[src/verilog/tgc_pkg.sv]
// package of constants and types for the timer gate control block
package tgc_pkg;
   // gate source selection codes
   localparam logic       SRC_PIN      = 1'b0;
   localparam logic       SRC_AUX_OVF  = 1'b1;
   // auxiliary timer rollover values
   localparam logic [7:0] AUX_MAX      = 8'hFF;
   localparam logic [7:0] AUX_ZERO     = 8'h00;
   // reset values of the control state
   localparam logic       RST_TOGGLE   = 1'b0;
   localparam logic       RST_ARM      = 1'b0;
   localparam logic       RST_FLAG     = 1'b0;
   localparam logic       RST_LEVEL    = 1'b0;
   localparam logic [15:0] RST_COUNT   = 16'h0000;
   // single-pulse sequencer states
   typedef enum logic [1:0] {
      TGC_IDLE,
      TGC_WAIT_LEAD,
      TGC_COUNTING
   } tgc_pulse_state_t;
endpackage : tgc_pkg
[src/verilog/tgc_aux_overflow.sv]
// auxiliary timer rollover detector making a one-cycle gate pulse
`timescale 1ns/10ps
module tgc_aux_overflow #(
   parameter int WIDTH = 8
) (
   input  wire logic             clk,
   input  wire logic             rst,
   input  wire logic [WIDTH-1:0] auxValue,
   output logic                  overflowPulse
);
   // the rollover compare uses the 8-bit package constants
   if (WIDTH != 8) begin : gBadWidth
      $error("tgc_aux_overflow: width must be 8");
   end

   logic [WIDTH-1:0] lastValue;
   logic             next_overflowPulse;

   // rollover from all ones to zero gives a high pulse
   always_comb begin
      next_overflowPulse = (lastValue == tgc_pkg::AUX_MAX) && (auxValue == tgc_pkg::AUX_ZERO);
   end

   // register last value and pulse
   always_ff @(posedge clk) begin
      if (rst) begin
         lastValue     <= tgc_pkg::AUX_ZERO;
         overflowPulse <= 1'b0;
      end else begin
         lastValue     <= auxValue;
         overflowPulse <= next_overflowPulse;
      end
   end
endmodule : tgc_aux_overflow

[src/verilog/tgc_gate_control.sv]
// gate control for the 16-bit counting timer
`timescale 1ns/10ps
module tgc_gate_control #(
   parameter int CNT_WIDTH = 16
) (
   input  wire logic                 clk,
   input  wire logic                 rst,
   input  wire logic                 gateInputPin,
   input  wire logic [7:0]           auxTimerValue,
   input  wire logic                 gateSourceSelect,
   input  wire logic                 gatePolarity,
   input  wire logic                 gateEnable,
   input  wire logic                 gateToggleEnable,
   input  wire logic                 gateSinglePulseEnable,
   input  wire logic                 armSet,
   input  wire logic                 armClear,
   input  wire logic                 countTick,
   input  wire logic                 flagClear,
   input  wire logic                 gateEventIrqEnable,
   output logic                      gatePulseArm,
   output logic                      gateLevelValue,
   output logic                      gateEventFlag,
   output logic                      irqRequest,
   output logic                      countEnable,
   output logic [CNT_WIDTH-1:0]      count
);
   // ==========================================================
   // parameter check
   // the reset constant and the port checker hold a counter of at most 16 bits
   if (CNT_WIDTH < 1 || CNT_WIDTH > 16) begin : gBadWidth
      $error("tgc_gate_control: counter width must lie between 1 and 16");
   end

   // ==========================================================
   // gate source
   logic auxPulse;
   logic rawGate;
   logic srcPrev;
   logic srcRise;
   logic toggleFf;
   logic next_toggleFf;
   logic next_srcPrev;

   // auxiliary rollover detector; its pulse is one cycle wide and one cycle late
   tgc_aux_overflow #(
      .WIDTH         (8)
   ) tgc_aux_overflow_i (
      .clk           (clk),
      .rst           (rst),
      .auxValue      (auxTimerValue),
      .overflowPulse (auxPulse)
   );

   // pick source and apply polarity
   // a low polarity inverts the source before any edge is taken, so the toggle and
   // the sequencer always work on active-high edges
   always_comb begin
      rawGate = (gateSourceSelect == tgc_pkg::SRC_AUX_OVF) ? auxPulse : gateInputPin;
      rawGate = rawGate ^ ~gatePolarity; // polarity high passes the source unchanged
      srcRise = rawGate & ~srcPrev;
   end

   // ==========================================================
   // toggle flip-flop
   // a clear enable wins over a rising edge, so the flip-flop starts from zero
   // on the first edge after toggle mode is turned on
   always_comb begin
      next_srcPrev  = rawGate;
      next_toggleFf = toggleFf;
      if (!gateToggleEnable) begin
         next_toggleFf = 1'b0;
      end else if (srcRise) begin
         next_toggleFf = ~toggleFf;
      end
   end

   // register toggle state and source history
   always_ff @(posedge clk) begin
      if (rst) begin
         toggleFf <= tgc_pkg::RST_TOGGLE;
         srcPrev  <= 1'b0;
      end else begin
         toggleFf <= next_toggleFf;
         srcPrev  <= next_srcPrev;
      end
   end

   // ==========================================================
   // single-pulse sequencer and gate level
   tgc_pkg::tgc_pulse_state_t state;
   tgc_pkg::tgc_pulse_state_t next_state;
   logic shapedGate;
   logic shapedPrev;
   logic shapedRise;
   logic shapedFall;
   logic levelNow;
   logic next_gatePulseArm;
   logic next_gateLevelValue;

   // shaped gate is the toggled or direct source
   // the next toggle value keeps the toggled gate in step with the direct one
   always_comb begin
      shapedGate = gateToggleEnable ? next_toggleFf : rawGate;
      shapedRise = shapedGate & ~shapedPrev;
      shapedFall = ~shapedGate & shapedPrev;
   end

   // arm and window sequencing
   // idle waits for the arm bit, wait_lead for the opening edge, counting for the
   // closing edge; a software clear is honoured in every state and in either mode
   always_comb begin
      next_state        = state;
      next_gatePulseArm = gatePulseArm;
      if (!gateSinglePulseEnable) begin
         next_state = tgc_pkg::TGC_IDLE;
         if (armClear) next_gatePulseArm = 1'b0;
      end else begin
         unique case (state)
            tgc_pkg::TGC_IDLE: begin
               if (gatePulseArm) next_state = tgc_pkg::TGC_WAIT_LEAD;
            end
            tgc_pkg::TGC_WAIT_LEAD: begin
               if (!gatePulseArm) next_state = tgc_pkg::TGC_IDLE;
               else if (shapedRise) next_state = tgc_pkg::TGC_COUNTING;
            end
            tgc_pkg::TGC_COUNTING: begin
               // the closing edge ends the window and disarms
               if (shapedFall) begin
                  next_state        = tgc_pkg::TGC_IDLE;
                  next_gatePulseArm = 1'b0;
               end
            end
         endcase
         if (armClear) begin
            next_gatePulseArm = 1'b0;
            next_state        = tgc_pkg::TGC_IDLE;
         end
      end
      // a software set outranks a hardware clear in the same cycle
      if (armSet && gateSinglePulseEnable) next_gatePulseArm = 1'b1;
   end

   // gate level as seen by the counter
   // the opening edge counts in its own cycle; outside a window the level stays low
   always_comb begin
      if (gateSinglePulseEnable) begin
         levelNow = (state == tgc_pkg::TGC_COUNTING) && shapedGate;
         if (state == tgc_pkg::TGC_WAIT_LEAD && shapedRise) levelNow = 1'b1;
      end else begin
         levelNow = shapedGate;
      end
      next_gateLevelValue = levelNow;
   end

   // register sequencer, arm bit, edge history and gate level
   always_ff @(posedge clk) begin
      if (rst) begin
         state          <= tgc_pkg::TGC_IDLE;
         gatePulseArm   <= tgc_pkg::RST_ARM;
         shapedPrev     <= 1'b0;
         gateLevelValue <= tgc_pkg::RST_LEVEL;
      end else begin
         state          <= next_state;
         gatePulseArm   <= next_gatePulseArm;
         shapedPrev     <= shapedGate;
         gateLevelValue <= next_gateLevelValue;
      end
   end

   // ==========================================================
   // event flag, interrupt and counter
   logic                 next_gateEventFlag;
   logic                 next_irqRequest;
   logic                 next_countEnable;
   logic [CNT_WIDTH-1:0] next_count;

   // set wins over clear; edge taken regardless of gate enable
   // flag and request are built from the next level, so they rise together with
   // the falling level; the counter uses the registered enable, one cycle later
   always_comb begin
      next_gateEventFlag = gateEventFlag;
      if (flagClear) next_gateEventFlag = 1'b0;
      if (gateLevelValue && !next_gateLevelValue) next_gateEventFlag = 1'b1;
      next_irqRequest  = next_gateEventFlag & gateEventIrqEnable;
      next_countEnable = gateEnable ? next_gateLevelValue : 1'b1;
      next_count       = count;
      if (countTick && countEnable) next_count = CNT_WIDTH'(count + 1'b1); // wraps at the top
   end

   // register flag, request, enable and counter
   always_ff @(posedge clk) begin
      if (rst) begin
         gateEventFlag <= tgc_pkg::RST_FLAG;
         irqRequest    <= 1'b0;
         countEnable   <= 1'b0;
         count         <= tgc_pkg::RST_COUNT[CNT_WIDTH-1:0];
      end else begin
         gateEventFlag <= next_gateEventFlag;
         irqRequest    <= next_irqRequest;
         countEnable   <= next_countEnable;
         count         <= next_count;
      end
   end
endmodule : tgc_gate_control

[config.mk]
export PLATFORM = sky130hd
export DESIGN_NAME = tgc_gate_control
export DESIGN_NICKNAME = d
export VERILOG_FILES = /design/src/verilog/tgc_pkg.sv /design/src/verilog/tgc_aux_overflow.sv /design/src/verilog/tgc_gate_control.sv
export SDC_FILE = /design/constraint.sdc
export NUM_CORES = 1
export LEC_CHECK = 0
export ABC_AREA = 1
export BUFFER_PORTS_ARGS = -buffer_cell sky130_fd_sc_hd__clkbuf_2
export CAP_MARGIN = 20
export CORE_ASPECT_RATIO = 0.6
export CORE_MARGIN = 2
export CORE_UTILIZATION = 54
export DETAILED_ROUTE_END_ITERATION = 10
export PLACE_DENSITY = 0.82
export SLEW_MARGIN = 30
export SYNTH_ARGS = -nofsm -noshare
export SYNTH_HDL_FRONTEND = slang
export SYNTH_SLANG_ARGS = --single-unit
[constraint.sdc]
create_clock -name clk -period 2.3 [get_ports clk]
set_input_delay 0.46 -clock clk [delete_from_list [all_inputs] [get_ports clk]]
set_output_delay 0.46 -clock clk [all_outputs]
set_load 0.01 [all_outputs]
Word level (Yosys, flattened, before mapping):

Index checks and enable logic that the tools add are counted.

* bitwise operators: 11
* add/subtract/negate cells: 1
* muxes and demuxes: 20
* eq/ne operators: 6
* reduce and logical (&&, ||, !) cells: 15

Operator list (number)
* adder 16 x 1 -> 16 bit (second input constant): 1
* two-way mux 1 bit: 15
* nonzero test 3 bit: 3
* == test 8 bit (second input constant): 1
* logical NOT 8 bit: 1
* two-way mux 2 bit: 4
* logical AND 1 bit: 6
* NOT 1 bit: 6
* case mux 2 bit (3 select lines): 1
* AND reduction 3 bit: 2
* AND 1 bit: 4
* inequality test 2 bit (second input constant): 2
* inequality test 3 bit (second input constant): 1
* OR reduction 3 bit: 1
* == test 2 x 1 -> 1 bit (second input constant): 1
* == test 2 bit (second input constant): 1
* logical NOT 2 bit: 1
* logical NOT 1 bit: 1
* XOR 1 bit: 1

* output and inout port bits: 21
* logic and storage cells: 65
* register bits after elaboration: 35

Logic depth before layout (Yosys ltp):

* depth in word-level cells: 14
* depth in mapped cells: 14
* mapped depth without buffers: 14

Modules after synthesis:

Synthesis repeated with hierarchy kept, for this count alone.

* cells, all modules: 212
* area total of the unflattened synthesis: 1576.5 µm²

By module, submodules not included
* tgc_gate_control: cells an instance 171, area each 1271.2 µm², times used 1
* tgc_aux_overflow: cells an instance 41, area each 305.3 µm², times used 1

Worst setup path after synthesis:

Ideal clock, no wire load.

* kind: input to register
* start point: input countTick
* end point: register count[13]
* setup time: 0.128 ns
* slack: 0.806 ns
* buffers on the path: 0
* cell stages on the path: 8
* arrival: 1.367 ns
* cell sequence: nand2_2 nor2_4 nand2_2 nor3_4 nand3_2 nor3_2 xor2_1 nor2_1

* word-level cells in the longest chain between the ends: 1

Ends and longest elaborated chain
* from (decl): line tgc_gate_control.sv:17 `input wire logic countTick,`
* logical AND 1 bit: line tgc_gate_control.sv:187 `if (countTick && countEnable) next_count = CNT_WIDTH'(count + 1'b1);`
* to (signal assigned): line tgc_gate_control.sv:196 `count <= tgc_pkg::RST_COUNT[CNT_WIDTH-1:0];`
* to (signal assigned): line tgc_gate_control.sv:201 `count <= next_count;`
* to (decl): line tgc_gate_control.sv:25 `output logic [CNT_WIDTH-1:0] count`

No other way between the ends.
A chain may end at the register's enable or synchronous reset.

Final worst setup path:

* start point: register count[0]
* end point: register count[12]

* word-level cells in the longest chain between the ends: 1

Ends and longest elaborated chain (line)
* adder 16 x 1 -> 16 bit: tgc_gate_control.sv:187

No other way between the ends.

==> summary.txt <==
Layout
  – Ant. Diodes: 0
  – Area of all placed cells without fillers: 0.001832 mm2
  – Fraction of final layout cells sized beyond drive strength 1: 0.2346
  – Relative area change from synthesis to final layout: 21.39%
  – Fill cell instance count of the final layout: 220
  – NumNets Final: 267

Synth
  – Number of cells produced by synthesis: 196
  – Number of flops mapped to enable cells by yosys: 0
  – Asr flop ratio synth: 0
  – Count of different cell masters after synthesis: 23
  – Mean instance size in the synthesized netlist: 7.699 um2
  – Synth Warn #: 0
  – Net Count, Synth: 221
  – Post-Syn Area: 0.001509 mm2
  – Flip-flop and latch count after synthesis: 35
  – Sequential cell area fraction in the yosys report: 0.4643
  – Most instantiated flip-flop cell in the synthesis netlist: dfxtp_1

Critical path
  – Most frequent CP cell: nand4_1
  – Crit path arrival time: 1760 ps
  – Critical path launch point type: flop
  – WS Path Type: flop to flop
  – Critical Path, Cell by Cell: ha_1 -> nand4_1 -> nor2_1 -> nand4_1 -> o21ai_0 -> a21oi_1
  – Critical path's largest stage delay: 390 ps
  – Library cell contributing the largest single delay on the critical path: dfxtp_1
  – Required time at the endpoint of the critical path: 2480 ps
  – Critical Path Fanout Max: 5
  – Setup crit end kind: flop

Routing
  – Final routed wire length divided by cell count: 10.52 um
  – Detailed-routing iteration count for the pre-antenna-repair pass: 4
  – Routed wire length: 2.892 mm
  – Number of nets with antenna violations after routing: 0
  – Overall via count from detail_route: 1,331
  – Starting DRT DRC Count: 36
  – Drt drc: 0
  – Via count normalized by instance count: 4.840

GRT
  – Antenna violations before repair: 0
  – Largest net degree at the start of global routing: 24
  – Gr ovfl total: 0
  – Overall Global Routing Usage: 0.1960
  – Wire length of the first global-routing pass: 4.719 mm
  – Number of global-route vias before repair: 1,078

Power
  – Sw frac: 0.2358
  – Standby leakage power: 0.8650 nW
  – Overall power: 0.001147 W
  – Clock Power Share: 0.364
  – Switching component of the power: 0.0002706 W
  – Internal power of the cells: 0.0008768 W
  – Sequential fraction of design power: 0.553
  – Power density of the placed cells: 626.4 mW/mm2
  – Worst voltage drop across the vdd grid: 404.0 uV
  – Combinational power share: 0.083

Clocking
  – H-tree levels: 2
  – Number of clock buffers inserted by TritonCTS: 5
  – Max clock buf depth: 2
  – Num Clock Sinks: 35
  – Clock edge transition at the registers on the reported setup and hold paths: 70 ps
  – CTS tree: built
  – # resized after CTS: 0
  – Clk Latency, worst-skew pair: 290 ps
  – Number of buffers inserted by hold repair at cts: 0
  – Clock root buffer: clkbuf_8
  – Post-CTS Setup Inserts: 0

Hold path
  – Class of the tightest hold or removal check: input port to flop

Place
  – Global placement routability congestion: 0.8561
  – Placed Area: 0.001750 mm2
  – Placed wire-length estimate after detailed placement: 2.227 mm
  – Count of port buffers added during placement: 41

STA
  – Highest clock rate: 629.6 MHz
  – Time the worst path needs with I/O delays and setup: 1588 ps
  – Slew at the pin with the worst max-slew slack: 347.8 ps
  – Post-route fraction of the period consumed by the critical path: 0.6905
  – Clk_skew: 4.721 ps
  – Setup repair after global routing missed its margin: no
  – Relative max-transition margin: 0.7673
  – Final setup viols: 0
  – Count of final hold-check violations: 0
  – Sum Neg Setup Slack: 0 ps
  – Total count of max-transition violations in the final report: 0

Floorplan
  – I/O pin count: 42
  – Initial core utilization: 0.5860
  – Vertical die dimension: 44.95 um
  – Area of the placeable core: 0.002575 mm2
  – # rows: 14
  – Width of the die: 72.25 um
  – Die ar.: 0.003247 mm2

Status
  – Outcome: completed

Run
  – Maxcap violations: 0
## path summary, 6_finish.rpt
kind	from	slack, ps	cells after the start	end
worst min-delay path	gateEnable	350	2	countEnable
worst max-delay path	count[0]	710	6	count[12]
worst max register to register	count[0]	710	6	count[12]
worst min register to register	count[15]	470	2	count[15]
## per-layer routing
layer  GRT usage  vias up  routed length (um)
met2      0.2917       32                1201
met4     0.07925        0                  46
li1            -      717                   -
met1      0.2648      576                1485
met3     0.06696        6                 159
met5           0        -                   0
## logic make-up after synthesis
logic type | synth area share
AND/OR/NAND/NOR | 0.2969
buffers and inverters | 0.09701
flip-flops | 0.4643
AO/OA/AOI/OAI | 0.09120
adder cells (fa/ha/maj) | 0.03317
XOR/XNOR | 0.01742
## critical path, delay by kind of cell, from the launching register on
family / cells / cell delay, ps
DFF: 1 / 390
and+or+nand+nor: 3 / 600
AOI/OAI and AO/OA: 2 / 260
adders and majority gates: 1 / 220
## flip-flops by register name, summed over array words and instances, names as in the netlist
| register | cells |
|---|---|
| tgc_aux_overflow_i.lastValue | 8 |
| gatePulseArm | 1 |
| shapedPrev | 1 |
| count | 16 |
| countEnable | 1 |
| gateEventFlag | 1 |
| srcPrev | 1 |
| irqRequest | 1 |
| toggleFf | 1 |
| gateLevelValue | 1 |
| tgc_aux_overflow_i.overflowPulse | 1 |
| state | 2 |
## metrics by stage
step,setup WS [ps],cells,utilization,hold WS (ps)
finish,711.8,275,0.7114,346.4
global route,546.0,275,0.7114,371.1
CTS,722.6,275,0.7114,344.7
detailed placement,546.7,267,0.6798,446.5
global placement,618.4,267,0.6798,449.2
floorplan,805.7,196,-,425.6
## power groups by stage
stage / Combinational (W) / Clock, W / Sequential (W)
floorplan: 0.0000548 / 0 / 0.000650
global placement: 0.0000946 / 0 / 0.000648
detailed placement: 0.0000960 / 0 / 0.000649
CTS: 0.0000963 / 0.000425 / 0.000635
global route: 0.000109 / 0.000452 / 0.000637
finish: 0.0000953 / 0.000417 / 0.000635
## synth_stat cells, types with 2 or more instances
cell / n / share of area
nor3b_1: 2 / 0.0099
a21oi_1: 13 / 0.043
inv_1: 36 / 0.090
nand3_1: 12 / 0.040
nand2_2: 3 / 0.012
xor2_1: 3 / 0.017
clkbuf_1: 3 / 0.0075
nor2_4: 2 / 0.015
nor2_1: 22 / 0.055
nand2_1: 27 / 0.067
nand3_2: 2 / 0.013
o21ai_0: 9 / 0.030
nand4_1: 8 / 0.033
ha_1: 4 / 0.033
nor3_1: 6 / 0.020
dfxtp_1: 35 / 0.46
o21a_1: 2 / 0.0099
nand3b_1: 2 / 0.0099
## placed cells by master, fill, tap and decap left out, drive strengths merged
master | Yosys | routed
nand2 | 30 | 30
ha | 4 | 4
nor3b | 2 | 2
clkbuf | 3 | 48
buf | 0 | 1
nor4 | 1 | 1
nand3b | 2 | 2
nand4 | 8 | 8
nor2 | 24 | 24
o21a | 2 | 2
dfxtp | 35 | 35
nor3 | 8 | 8
a21oi | 13 | 13
xor2 | 3 | 3
clkinv | 0 | 1
a22oi | 1 | 1
inv | 36 | 36
nand3 | 14 | 14
o21ai | 10 | 10
## area by class of cell
class | instances | area, um2 | area share
clock buffers | 7 | 76.32 | 0.04167
clock inverters | 1 | 5.005 | 0.002732
inverters | 36 | 135.1 | 0.07377
multi-input cells | 122 | 661.9 | 0.3613
flip-flops and latches | 35 | 700.7 | 0.3825
well taps | 32 | 40.04 | 0.02186
repair buffers | 42 | 212.7 | 0.1161
No activity file was read; power rests on OpenSTA's default activity.
